<file path="config.mk">
export PLATFORM = sky130hd
export DESIGN_NAME = drs_sequencer
export DESIGN_NICKNAME = d
export VERILOG_FILES = /design/src/verilog/drs_pkg.sv /design/src/verilog/drs_sequencer.sv /design/src/verilog/drs_sync.sv /design/src/verilog/drs_zero_speed.sv
export SDC_FILE = /design/constraint.sdc
export NUM_CORES = 1
export LEC_CHECK = 0
export ABC_CLOCK_PERIOD_IN_PS = 4700
export BUFFER_PORTS_ARGS = -buffer_cell sky130_fd_sc_hd__buf_4
export CAP_MARGIN = 20
export CORE_MARGIN = 4
export CORE_UTILIZATION = 35
export DETAILED_ROUTE_END_ITERATION = 16
export SYNTH_ARGS = -nofsm -noshare
export SYNTH_HDL_FRONTEND = slang
export SYNTH_HIERARCHICAL = 1
export SYNTH_SLANG_ARGS = --single-unit
</file>
<file path="constraint.sdc">
create_clock -name clk_sys_i -period 4.7 [get_ports clk_sys_i]
set_input_delay 0.47 -clock clk_sys_i [delete_from_list [all_inputs] [get_ports clk_sys_i]]
set_output_delay 0.47 -clock clk_sys_i [all_outputs]
set_load 0.01 [all_outputs]
</file>
<file path="src/verilog/drs_pkg.sv">
`default_nettype none
// Shared constants of the drive run-mode sequencer.
package drs_pkg;
    // Clock rate and input debounce time.
    localparam int CLK_MHZ = 250;
    localparam int DEBOUNCE_US = 2;
    localparam int DEBOUNCE_CYC = DEBOUNCE_US * CLK_MHZ;
    localparam int DB_W = 10;
    // Zero-speed thresholds in RPM, with hysteresis.
    localparam int SPEED_W = 16;
    localparam logic [15:0] ZS_ON_RPM = 16'h000a;
    localparam logic [15:0] ZS_OFF_RPM = 16'h0005;
    // Operator input count and positions.
    localparam int N_IN = 7;
    localparam int IN_HALT = 0;
    localparam int IN_RAMP = 1;
    localparam int IN_START = 2;
    localparam int IN_JOG = 3;
    localparam int IN_HOLD = 4;
    localparam int IN_THERM = 5;
    localparam int IN_DIG = 6;
    // Sequencer modes.
    typedef enum logic [2:0] {
        DRS_OFF = 3'b000,
        DRS_RUN = 3'b001,
        DRS_JOG = 3'b010,
        DRS_RAMP = 3'b011
    } drs_mode_t;
endpackage
`default_nettype wire

</file>
<file path="src/verilog/drs_sequencer.sv">
`default_nettype none
module drs_sequencer (
    input wire logic clk_sys_i,
    input wire logic rst_n_i,
    input wire logic emergency_halt_input_i,
    input wire logic run_hold_terminal_i,
    input wire logic start_i,
    input wire logic jog_i,
    input wire logic hold_i,
    input wire logic thermal_ok_i,
    input wire logic reference_select_terminal_i,
    input wire logic stop_style_jumper_i,
    input wire logic bus_ready_i,
    input wire logic trip_i,
    input wire logic ramp_at_zero_i,
    input wire logic [15:0] speed_rpm_i,
    output logic enable_request_o,
    output logic run_contact_o,
    output logic zero_speed_o,
    output logic fault_output_o,
    output logic digital_mode_o,
    output logic reference_zero_o,
    output logic pulse_gen_zero_o,
    output logic decel_active_o,
    output logic contactor_o
);
    logic rst_a;
    logic rst_n;
    logic [drs_pkg::N_IN-1:0] raw;
    logic [drs_pkg::N_IN-1:0] clean;
    drs_pkg::drs_mode_t mode;
    drs_pkg::drs_mode_t next_mode;
    logic ramp_decel;
    logic next_ramp_decel;
    logic trip_seen;
    logic zs_allowed;

    // Reset release through two flip-flops.
    always_ff @(posedge clk_sys_i or negedge rst_n_i)
    begin
        if (!rst_n_i)
        begin
            rst_a <= 1'b0;
            rst_n <= 1'b0;
        end
        else
        begin
            rst_a <= 1'b1;
            rst_n <= rst_a;
        end
    end

    // Gather the operator pins.
    assign raw[drs_pkg::IN_HALT] = emergency_halt_input_i;
    assign raw[drs_pkg::IN_RAMP] = run_hold_terminal_i;
    assign raw[drs_pkg::IN_START] = start_i;
    assign raw[drs_pkg::IN_JOG] = jog_i;
    assign raw[drs_pkg::IN_HOLD] = hold_i;
    assign raw[drs_pkg::IN_THERM] = thermal_ok_i;
    assign raw[drs_pkg::IN_DIG] = reference_select_terminal_i;

    // One synchroniser and debouncer per pin.
    genvar gi;
    generate
        for (gi = 0; gi < drs_pkg::N_IN; gi++)
        begin : g_sync
            drs_sync u_sync (
                .clk_sys_i(clk_sys_i),
                .rst_n(rst_n),
                .raw_i(raw[gi]),
                .clean_o(clean[gi])
            );
        end
    endgenerate

    // Named views of the clean inputs.
    wire halt_ok = clean[drs_pkg::IN_HALT];
    wire ramp_in = clean[drs_pkg::IN_RAMP];
    wire start_in = clean[drs_pkg::IN_START];
    wire jog_in = clean[drs_pkg::IN_JOG];
    wire hold_in = clean[drs_pkg::IN_HOLD];
    wire therm_ok = clean[drs_pkg::IN_THERM];
    wire dig_in = clean[drs_pkg::IN_DIG];
    // Both halt and thermal loss force the mode to off at once.
    wire kill = !halt_ok || !therm_ok;

    // Mode decision; halt or thermal loss is checked first of all.
    always_comb
    begin
        next_mode = mode;
        next_ramp_decel = ramp_decel;
        if (kill)
        begin
            next_mode = drs_pkg::DRS_OFF;
            next_ramp_decel = 1'b0;
        end
        else
        begin
            case (mode)
                drs_pkg::DRS_OFF:
                begin
                    next_ramp_decel = 1'b0;
                    if (start_in)
                        next_mode = drs_pkg::DRS_RUN;
                    else if (jog_in)
                        next_mode = drs_pkg::DRS_JOG;
                end
                drs_pkg::DRS_RUN:
                begin
                    // Jog has no effect here.
                    if (!start_in && !ramp_in)
                    begin
                        if (stop_style_jumper_i)
                        begin
                            next_mode = drs_pkg::DRS_RAMP;
                            next_ramp_decel = 1'b1;
                        end
                        else
                            next_mode = drs_pkg::DRS_OFF;
                    end
                end
                drs_pkg::DRS_JOG:
                begin
                    if (!jog_in)
                    begin
                        if (stop_style_jumper_i)
                        begin
                            next_mode = drs_pkg::DRS_RAMP;
                            next_ramp_decel = 1'b1;
                        end
                        else
                            next_mode = drs_pkg::DRS_OFF;
                    end
                end
                drs_pkg::DRS_RAMP:
                begin
                    // Only halt, thermal loss or reaching zero ends the ramp.
                    if (ramp_at_zero_i)
                    begin
                        next_mode = drs_pkg::DRS_OFF;
                        next_ramp_decel = 1'b0;
                    end
                end
                default:
                begin
                    next_mode = drs_pkg::DRS_OFF;
                    next_ramp_decel = 1'b0;
                end
            endcase
        end
    end

    // Mode and ramp flag registers.
    always_ff @(posedge clk_sys_i or negedge rst_n)
    begin
        if (!rst_n)
        begin
            mode <= drs_pkg::DRS_OFF;
            ramp_decel <= 1'b0;
        end
        else
        begin
            mode <= next_mode;
            ramp_decel <= next_ramp_decel;
        end
    end

    // Trip latch: cleared only while bus-ready is low and no trip is present.
    always_ff @(posedge clk_sys_i or negedge rst_n)
    begin
        if (!rst_n)
            trip_seen <= 1'b0;
        else if (trip_i)
            trip_seen <= 1'b1;
        else if (!bus_ready_i)
            trip_seen <= 1'b0;
    end

    wire active = next_mode != drs_pkg::DRS_OFF;
    assign zs_allowed = active;

    drs_zero_speed u_zs (
        .clk_sys_i(clk_sys_i),
        .rst_n(rst_n),
        .speed_rpm_i(speed_rpm_i),
        .allowed_i(zs_allowed),
        .zero_speed_o(zero_speed_o)
    );

    // Registered outputs.
    always_ff @(posedge clk_sys_i or negedge rst_n)
    begin
        if (!rst_n)
        begin
            enable_request_o <= 1'b0;
            run_contact_o <= 1'b0;
            fault_output_o <= 1'b0;
            digital_mode_o <= 1'b0;
            reference_zero_o <= 1'b0;
            pulse_gen_zero_o <= 1'b0;
            decel_active_o <= 1'b0;
            contactor_o <= 1'b0;
        end
        else
        begin
            enable_request_o <= active;
            // Run contact only in run; faults do not open it.
            run_contact_o <= next_mode == drs_pkg::DRS_RUN;
            fault_output_o <= bus_ready_i && !trip_i && !trip_seen;
            digital_mode_o <= dig_in;
            reference_zero_o <= next_ramp_decel && !dig_in;
            pulse_gen_zero_o <= active && hold_in;
            decel_active_o <= next_ramp_decel;
            // Contactor pulls in on start and drops only on halt.
            if (!halt_ok)
                contactor_o <= 1'b0;
            else if (start_in)
                contactor_o <= 1'b1;
        end
    end

    // Assertions.
    a_halt_blocks_enable: assert property (@(posedge clk_sys_i)
        disable iff (!rst_n) !halt_ok |=> !enable_request_o)
        else $error("enable request stayed on after halt loss");
    a_thermal_blocks: assert property (@(posedge clk_sys_i)
        disable iff (!rst_n) !therm_ok |=> !enable_request_o)
        else $error("enable stayed on with thermal open");
    a_jog_no_contact: assert property (@(posedge clk_sys_i)
        disable iff (!rst_n)
        mode == drs_pkg::DRS_JOG |-> !run_contact_o)
        else $error("run contact closed in jog");
    a_zero_speed_gate: assert property (@(posedge clk_sys_i)
        disable iff (!rst_n) zero_speed_o |-> enable_request_o)
        else $error("zero speed on while disabled");
    a_jog_ignored_run: assert property (@(posedge clk_sys_i)
        disable iff (!rst_n)
        mode == drs_pkg::DRS_RUN |=> mode != drs_pkg::DRS_JOG)
        else $error("jog taken during run");
    a_ramp_only_halt: assert property (@(posedge clk_sys_i)
        disable iff (!rst_n)
        mode == drs_pkg::DRS_RAMP && halt_ok && therm_ok && !ramp_at_zero_i
        |=> mode == drs_pkg::DRS_RAMP)
        else $error("ramp stop left by other source");
    a_fault_on_trip: assert property (@(posedge clk_sys_i)
        disable iff (!rst_n) trip_i |=> !fault_output_o)
        else $error("fault output on during trip");
    a_coast_no_jumper: assert property (@(posedge clk_sys_i)
        disable iff (!rst_n)
        mode == drs_pkg::DRS_JOG && !jog_in && !stop_style_jumper_i
        |=> mode == drs_pkg::DRS_OFF && !enable_request_o)
        else $error("jog release without jumper did not coast");
    a_contact_in_run: assert property (@(posedge clk_sys_i)
        disable iff (!rst_n) run_contact_o |-> mode == drs_pkg::DRS_RUN)
        else $error("run contact closed outside run mode");
    a_jog_needs_input: assert property (@(posedge clk_sys_i)
        disable iff (!rst_n)
        mode == drs_pkg::DRS_JOG && !jog_in |=> mode != drs_pkg::DRS_JOG)
        else $error("jog kept without jog input");
    a_ramp_on_release: assert property (@(posedge clk_sys_i)
        disable iff (!rst_n)
        mode == drs_pkg::DRS_RUN && !kill && !start_in && !ramp_in
        && stop_style_jumper_i |=> mode == drs_pkg::DRS_RAMP
        && decel_active_o)
        else $error("ramp stop release did not start deceleration");
    a_hold_stays_on: assert property (@(posedge clk_sys_i)
        disable iff (!rst_n) pulse_gen_zero_o |-> enable_request_o)
        else $error("hold zeroed the reference while disabled");
    a_ref_zero_analog: assert property (@(posedge clk_sys_i)
        disable iff (!rst_n)
        reference_zero_o |-> decel_active_o && !digital_mode_o)
        else $error("reference zeroed outside analog ramp stop");
    a_digital_select: assert property (@(posedge clk_sys_i)
        disable iff (!rst_n) dig_in |=> digital_mode_o)
        else $error("digital mode not selected");
    a_zero_speed_on: assert property (@(posedge clk_sys_i)
        disable iff (!rst_n)
        zs_allowed && speed_rpm_i >= drs_pkg::ZS_ON_RPM |=> zero_speed_o)
        else $error("zero speed output missed the upper threshold");
    a_start_enters_run: assert property (@(posedge clk_sys_i)
        disable iff (!rst_n)
        mode == drs_pkg::DRS_OFF && start_in && !kill
        |=> mode == drs_pkg::DRS_RUN && enable_request_o)
        else $error("start did not enter run mode");
endmodule
`default_nettype wire

</file>
<file path="src/verilog/drs_sync.sv">
`default_nettype none
// Three-stage synchroniser with a debounce counter; a change counts once
// the second and third stages agree and stay stable for the debounce time.
module drs_sync (
    input wire logic clk_sys_i,
    input wire logic rst_n,
    input wire logic raw_i,
    output logic clean_o
);
    logic s1;
    logic s2;
    logic s3;
    logic [drs_pkg::DB_W-1:0] cnt;
    wire agree = (s2 == s3);
    wire differs = agree && (s3 != clean_o);

    // Synchroniser chain.
    always_ff @(posedge clk_sys_i or negedge rst_n)
    begin
        if (!rst_n)
        begin
            s1 <= 1'b0;
            s2 <= 1'b0;
            s3 <= 1'b0;
        end
        else
        begin
            s1 <= raw_i;
            s2 <= s1;
            s3 <= s2;
        end
    end

    // Debounce: accept a new level after it has held long enough.
    always_ff @(posedge clk_sys_i or negedge rst_n)
    begin
        if (!rst_n)
        begin
            cnt <= '0;
            clean_o <= 1'b0;
        end
        else if (!differs)
            cnt <= '0;
        else if (cnt == drs_pkg::DB_W'(drs_pkg::DEBOUNCE_CYC - 1))
        begin
            cnt <= '0;
            clean_o <= s3;
        end
        else
            cnt <= cnt + 1'b1;
    end
endmodule
`default_nettype wire

</file>
<file path="src/verilog/drs_zero_speed.sv">
`default_nettype none
// Zero-speed detector with on/off hysteresis, gated by mode and enable.
module drs_zero_speed (
    input wire logic clk_sys_i,
    input wire logic rst_n,
    input wire logic [15:0] speed_rpm_i,
    input wire logic allowed_i,
    output logic zero_speed_o
);
    wire rise = speed_rpm_i >= drs_pkg::ZS_ON_RPM;
    wire fall = speed_rpm_i <= drs_pkg::ZS_OFF_RPM;

    // Set at the upper threshold, clear at the lower one, forced off
    // outside active modes or when enable drops.
    always_ff @(posedge clk_sys_i or negedge rst_n)
    begin
        if (!rst_n)
            zero_speed_o <= 1'b0;
        else if (!allowed_i)
            zero_speed_o <= 1'b0;
        else if (rise)
            zero_speed_o <= 1'b1;
        else if (fall)
            zero_speed_o <= 1'b0;
    end
endmodule
`default_nettype wire

</file>
==> out/results.ini, run 1 <==
[synthesis]
ys_types=42
synth_sequential_area_ratio_pct=53.9
synthAdderAreaFrac_pct=1.67
syn_area_um2=5250
ys.warnings.count=6
ys_async_sr_fraction_pct=100
synth_edf_count=0
synth_compound_area_share_pct=14.6
synth-simple-area-share_pct=23.8
synth_xor_xnor_area_share_pct=3.51
syn_area_per_cell_um2=11.0
syn_inst=476
synth_top_family_by_area=simple AND/OR/NAND/NOR gates
syn_nets=512
synth_mux_area_share_pct=0
synth_ff_type=dfrtp_1
ys_ff_latch=113

[setup_path]
crit_buf_inv=0
cp-end-kind=flip-flop
path_class=flip-flop to flip-flop
cp_max_fo=8
crit_arrival_ns=2.26
critPathMaxStageDelay_ns=0.49
crit_family=simple AND/OR/NAND/NOR gates
required_ns=5.04
worstSetupStartpointType=flip-flop
critical-path-slowest-cell=o31ai_1
path_cells=nand2b_1 -> nor4_2 -> nor2b_1 -> o31ai_1 -> o21a_1

[placement]
dp_hpwl_mm=6.83
post-place-ws_ns=2.73
gp_congestion=0.770
numPortBuffers=36
dp.cells=681

[sta]
rsz0062_at_grt=no
tightest_slew_ns=0.926
clock_skew_ns=0.00654
slew_headroom_pct=38.3
drv_slew=0
hold_viol=0
finalWorstSetupSlack_ns=2.79
setup_viol=0
period_share_pct=40.7
period_minus_slack_ns=1.91
max_freq_ghz=0.523
fin_setup_tns_ns=0

[floorplanning]
fp-row-count=44
start_util_pct=36.0
ios=38
die_h_um=130
coreArea_um2=14600
die_w_um=130
die_area_um2=17000

[clock_network]
cts_tree=done
hold_buffers=1
post_cts_buffers=0
htreeDepth=4
clk_path_buf_depth=2
path_clk_slew_ns=0.05
cts_root_buffer=clkbuf_16
post_cts_resized=0
insertion_delay_ns=0.40
clkSinkCount=113
numCtsBuffers=17

[global_routing]
grt_use_total_pct=13.0
grt-ovfl-total=0
grt_max_degree=73
grt_pass1_vias=3837
grt_first_pass_wirelength_mm=17.9
grt_antenna_before_repair=0

[final_layout]
n_antenna_cell=0
instances_no_fill=714
post-route-util_pct=42.9
area.growth.synth_to_final_pct=19.3
fill_cells=1319
layout.nets=553
layout-drive-gt1-share_pct=20.2

[drt]
wl_mm=9.85
vias_per_cell=5.41
num_vias=3865
first_iter_violations=207
firstDrtPassIters=4
drc=0
antenna_left=0
wl_per_cell_um=13.8

[pwr]
power_density_nw_per_um2=370
ir_drop_uv=246
power_leakage_nw=2.47

[flow_run]
maxCapViolations=0

[worst_hold_path]
hold_path.class=input pin to flip-flop

[outcome]
status=finished, final reports clean

-- placed cells by master (no fill, tap or decap), drive strengths merged, types with 9 or more instances in the layout --
cell type / count
nand2: 37
or3: 28
o21ai: 22
nor2b: 10
xnor2: 14
a211oi: 22
nand4: 15
inv: 9
a31oi: 14
o31ai: 15
nand3: 28
buf: 37
clkbuf: 23
o211ai: 14
dfrtp: 113
nand2b: 9
nor3: 38
or4: 14
-- where the power goes --
part           switching (mW)  total [mW]  internal [mW]  leakage [nW]
clock                   0.426        1.24          0.819         0.279
sequential             0.0253        1.02          0.991          1.51
combinational          0.0277      0.0548         0.0271         0.681
total                   0.479        2.32           1.84          2.47
-- sequential cells by signal, summed over array words and instances, names as in the netlist, 3 cells and up --
signal / cells
g_sync.u_sync/clean_o: 7
g_sync.u_sync/cnt: 70
g_sync.u_sync/s1: 7
g_sync.u_sync/s2: 7
g_sync.u_sync/s3: 7
mode: 3
-- worst paths after layout --
kind / from / endpoint / slack [ns] / depth (start not counted)
setup reg to reg: mode[2] / u_zs/zero_speed_o / 2.79 / 5
hold reg to reg: g_sync[6].u_sync/s1 / g_sync[6].u_sync/s2 / 0.34 / 0
setup / recovery: mode[2] / u_zs/zero_speed_o / 2.79 / 5
max in group asynchronous: rst_n / g_sync[3].u_sync/cnt[4] / 3.18 / 1
min in group asynchronous: rst_n_i / rst_n / 0.38 / 2
hold / removal: emergency_halt_input_i / g_sync[0].u_sync/s1 / 0.17 / 1
-- metrics by stage --
step | hold slack (ns) | total power [mW] | instance area [um2]
floorplan | 0.174 | 1.06 | 5250
finish | 0.171 | 2.32 | 6260
global route | 0.148 | 2.42 | 6260
CTS | 0.149 | 2.36 | 6260
global placement | 0.253 | 1.09 | 5670
detailed placement | 0.254 | 1.09 | 5670
-- kinds of logic (layout without fill, tap and decap cells) --
family / count (synthesis) / after routing
and+or+nand+nor: 202 / 202
DFF: 113 / 113
AOI/OAI and AO/OA: 106 / 106
buffers and inverters: 25 / 79
xor gates and xnor gates: 21 / 21
adders and majority gates: 7 / 7
other: 2 / 2
-- routing by layer --
layer	global-route usage, %	vias up	routed length (um)
li1	-	1895	-
met1	16.9	1907	4730
met2	20.6	57	4670
met3	4.07	6	371
met4	4.96	0	78
met5	0	-	0
-- final cells by class --
type / count / area [um2] / share of cell area [%]
Inverter: 9 / 33.8 / 0.540
Tap cell: 184 / 230 / 3.68
Timing Repair Buffer: 38 / 288 / 4.60
Sequential cell: 113 / 2830 / 45.2
Clock buffer: 23 / 478 / 7.64
Clock inverter: 9 / 106 / 1.70
Multi-Input combinational cell: 338 / 2290 / 36.6
-- synthesized netlist by cell type, types with 10 or more instances --
master    instances  share of area [%]
dfrtp_1         113                 54
nand2_1          37                2.6
nor2b_1          10                1.2
or3_1            14                1.7
or3_2            14                2.0
nand3_1          28                2.7
a31oi_1          14                1.7
nor3_1           37                3.5
a211oi_1         15                2.1
xnor2_1          14                2.3
o21ai_0          22                2.1
o211ai_1         14                2.0
o31ai_1          15                2.1
Note: power is estimated with default switching activity, not from simulation.
==> run 2: changes to the inputs <==
--- a/config.mk
+++ b/config.mk
@@ -5,7 +5,8 @@
 export SDC_FILE = /design/constraint.sdc
 export NUM_CORES = 1
 export LEC_CHECK = 0
-export ABC_CLOCK_PERIOD_IN_PS = 4700
+export ABC_AREA = 1
+export ABC_CLOCK_PERIOD_IN_PS = 1900
 export BUFFER_PORTS_ARGS = -buffer_cell sky130_fd_sc_hd__buf_4
 export CAP_MARGIN = 20
 export CORE_MARGIN = 4
==> constraint.sdc (replaced) <==
create_clock -name clk_sys_i -period 1.9 [get_ports clk_sys_i]
set_input_delay 0.19 -clock clk_sys_i [delete_from_list [all_inputs] [get_ports clk_sys_i]]
set_output_delay 0.19 -clock clk_sys_i [all_outputs]
set_load 0.01 [all_outputs]
==> run 2 against run 1 <==
  * Highest routed layer unchanged
  * Wire length down 1.6%
  * Via count grew 3.5%
  * Core utilization is 1.3 points higher
  * Sequential cell count stayed put
  * Critical endpoint is now g_sync[6].u_sync/cnt[2]
  * First-iteration DRC count is 43% higher
  * Critical path depth is 1 higher
  * Sequential power grew 150%
  * Worst setup slack lost 2.2 ns
  * Largest power group unchanged
  * Synthesized area is 4.9% higher
  * Global-route usage is 0.43 points lower
  * Final cell count is 32% higher
==> out/results.ini, run 2 <==
[outcome]
status=finished, final reports clean

[sta]
max_freq_ghz=0.757  ; +45%
period_minus_slack_ns=1.32  ; -0.591 ns
drv_slew=0  ; unchanged
hold_viol=0  ; unchanged
hold-worst-slack_ns=0.102  ; -0.0687 ns
clock_skew_ns=0.00449  ; -0.00205 ns
rsz0062_at_grt=no
fin_setup_tns_ns=0  ; unchanged
period_share_pct=69.5  ; +29 points
setup_viol=0  ; unchanged

[setup_path]
crit_arrival_ns=1.61  ; -0.65 ns
cp.depth=6  ; +1
r2r_start=g_sync[6].u_sync/cnt[0]
critPathMaxStageDelay_ns=0.42  ; -0.07 ns
crit_family=simple AND/OR/NAND/NOR gates
crit_start=g_sync[6].u_sync/cnt[0]
setup.worst_path.end=g_sync[6].u_sync/cnt[2]
cp_max_fo=7  ; -1
required_ns=2.19  ; -2.85 ns
reg2reg_slack_ns=0.58  ; -2.21 ns
path_class=flip-flop to flip-flop
r2r-end=g_sync[6].u_sync/cnt[2]
crit_buf_inv=1  ; +1
rr_worst_depth=6  ; +1
cp-end-kind=flip-flop
critical-path-slowest-cell=dfrtp_1
worstSetupStartpointType=flip-flop
path_cells=ha_1 -> inv_1 -> nor3_1 -> nand3b_1 -> nand2_2 -> nor2_1

[synthesis]
ys_ff_latch=113  ; unchanged
synth.most_common_cell=nand2_1
ys_types=26  ; -38%
ys_async_sr_fraction_pct=100  ; unchanged
ys.warnings.count=6  ; unchanged
syn_inst=651  ; +37%
syn_area_um2=5500  ; +4.9%
yosysTopAreaCell=dfrtp_1
syn_area_per_cell_um2=8.45  ; -23%
synthTopCellsByCount=nand2_1 (153), nor2_1 (135), dfrtp_1 (113), inv_1 (76), nand2_2 (24)
yosysTopAreaCellShare_pct=51.4  ; -2.5 points
synth_sequential_area_ratio_pct=51.4  ; -2.5 points
synth_ff_type=dfrtp_1
synth_edf_count=0  ; unchanged
yosys-top-cells-area=dfrtp_1 (51%), nand2_1 (10%), nor2_1 (9.2%), inv_1 (5.2%), xor2_1 (3.3%)
syn_nets=687  ; +34%

[clock_network]
post_cts_buffers=0  ; unchanged
post_cts_resized=0  ; unchanged
hold_buffers=10  ; +9
numCtsBuffers=17  ; unchanged
clkSinkCount=113  ; unchanged
htreeDepth=4  ; unchanged
insertion_delay_ns=0.41  ; about the same
path_clk_slew_ns=0.06  ; about the same
cts_root_buffer=clkbuf_16
clk_path_buf_depth=2  ; unchanged
cts_tree=done

[worst_hold_path]
hold_path.class=input pin to asynchronous set/reset pin

[drt]
firstDrtPassIters=4  ; unchanged
drc=0  ; unchanged
first_iter_violations=297  ; +43%
wl_mm=9.69  ; -1.6%
num_vias=3999  ; +3.5%
vias_per_cell=4.25  ; -22%
antenna_left=0  ; unchanged
wl_per_cell_um=10.3  ; -25%

[final_layout]
area.growth.synth_to_final_pct=23.1
layout.nets=754  ; +36%
regMostFlops=g_sync.u_sync/cnt
layout-drive-gt1-share_pct=20.8  ; +0.60 points
largest_register_ffs=70  ; unchanged
final_common_cell=nand2_1
final_cell_mix=nand2_1 (153), nor2_1 (135), dfrtp_1 (112), inv_1 (76), buf_4 (36)
n_antenna_cell=0  ; unchanged
fill_cells=1499  ; +14%
fin_area_um2=6780  ; +8.3%
post-route-util_pct=44.2  ; +1.3 points

[floorplanning]
die_w_um=133  ; +2.3%
coreArea_um2=15300  ; +5.0%
start_util_pct=35.9  ; -0.038 points
die_area_um2=17800  ; +4.6%
die_h_um=133  ; +2.3%
ios=38  ; unchanged
fp-row-count=45  ; +2.3%

[global_routing]
grt_first_pass_wirelength_mm=18.4  ; +2.9%
grt-ovfl-total=0  ; unchanged
grt_antenna_before_repair=0  ; unchanged
grt_pass1_vias=4127  ; +7.6%
grt_max_degree=59  ; -19%
grt_use_total_pct=12.6  ; -0.43 points

[placement]
numPortBuffers=36  ; unchanged
dp_hpwl_mm=6.85  ; +0.21%
gp_congestion=0.782  ; +1.5%
dpl-instance-area_um2=6080  ; +7.3%

[pwr]
power_leakage_nw=3.12  ; +26%
total_power_mw=5.89  ; +150%
power_density_nw_per_um2=870  ; +140%
ir_drop_uv=591  ; +140%

[flow_run]
maxCapViolations=0  ; unchanged

[run 2: changes by cell type after synthesis, sizes merged, moves of 10 or more]
| cell | before | now |
|---|---|---|
| nor2 | 7 | 167 |
| nand2 | 37 | 177 |
| inv | 9 | 84 |
| nor3 | 38 | 8 |
| or3 | 28 | 0 |
| a211oi | 22 | 0 |
| o31ai | 15 | 0 |
| a31oi | 14 | 0 |
| o211ai | 14 | 0 |
| o21ai | 22 | 8 |
| or4 | 14 | 0 |
| xor2 | 7 | 21 |
| nor2b | 10 | 0 |
[run 2: kinds of logic after synthesis]
logic type / count (synthesis) / share of synthesized area (%)
DFF: 113 / 51.4
xor gates and xnor gates: 35 / 5.57
buffers and inverters: 84 / 5.73
other: 2 / 0.136
AOI/OAI and AO/OA: 19 / 2.68
and+or+nand+nor: 391 / 32.9
adders and majority gates: 7 / 1.59
[run 2: layout make-up]
type / instances / area [um2] / share of cell area [%]
clock inverters: 14 / 156 / 2.31
flip-flops and latches: 113 / 2830 / 41.8
repair buffers: 48 / 410 / 6.06
inverters: 84 / 315 / 4.65
clock buffers: 18 / 439 / 6.48
multi-input cells: 454 / 2360 / 34.8
well taps: 211 / 264 / 3.90
[run 2: worst min-delay path by stage]
stage / start / endpoint / slack [ns] / cells past startpoint
4_1_cts: rst_n_i / rst_n / 0.07 / 2
3_5_place_dp: rst_n_i / rst_a / -0.03 / 1
3_3_place_gp: rst_n_i / rst_a / -0.03 / 1
5_1_grt: rst_n_i / rst_n / 0.1 / 2
2_1_floorplan: rst_n_i / rst_a / -0.11 / 0
6_report: rst_n_i / rst_n / 0.10 / 2
[run 2: per-stage QoR]
stage	std cells	worst slack, ns
after floorplan	651	0.0106
after global placement	900	0.616
after detailed placement	900	0.600
after CTS	942	0.569
after global routing	942	0.448
final	942	0.579
[run 2: routing by layer]
layer  routed length [um]  vias to the layer above  share of wire, %  global-route usage [%]
li1                     -                     2113                 -                       -
met1                 4560                     1840                47                    15.9
met2                 4690                       35                48                    20.3
met3                  313                       11               3.2                    4.38
met4                  127                        0               1.3                    4.17
met5                    0                        -                 0                       0
[run 2: where the power goes]
group / switching, mW / leakage (nW) / internal, mW
clock: 1.16 / 0.280 / 1.98
combinational: 0.142 / 1.33 / 0.104
sequential: 0.0487 / 1.51 / 2.46
total: 1.35 / 3.12 / 4.54
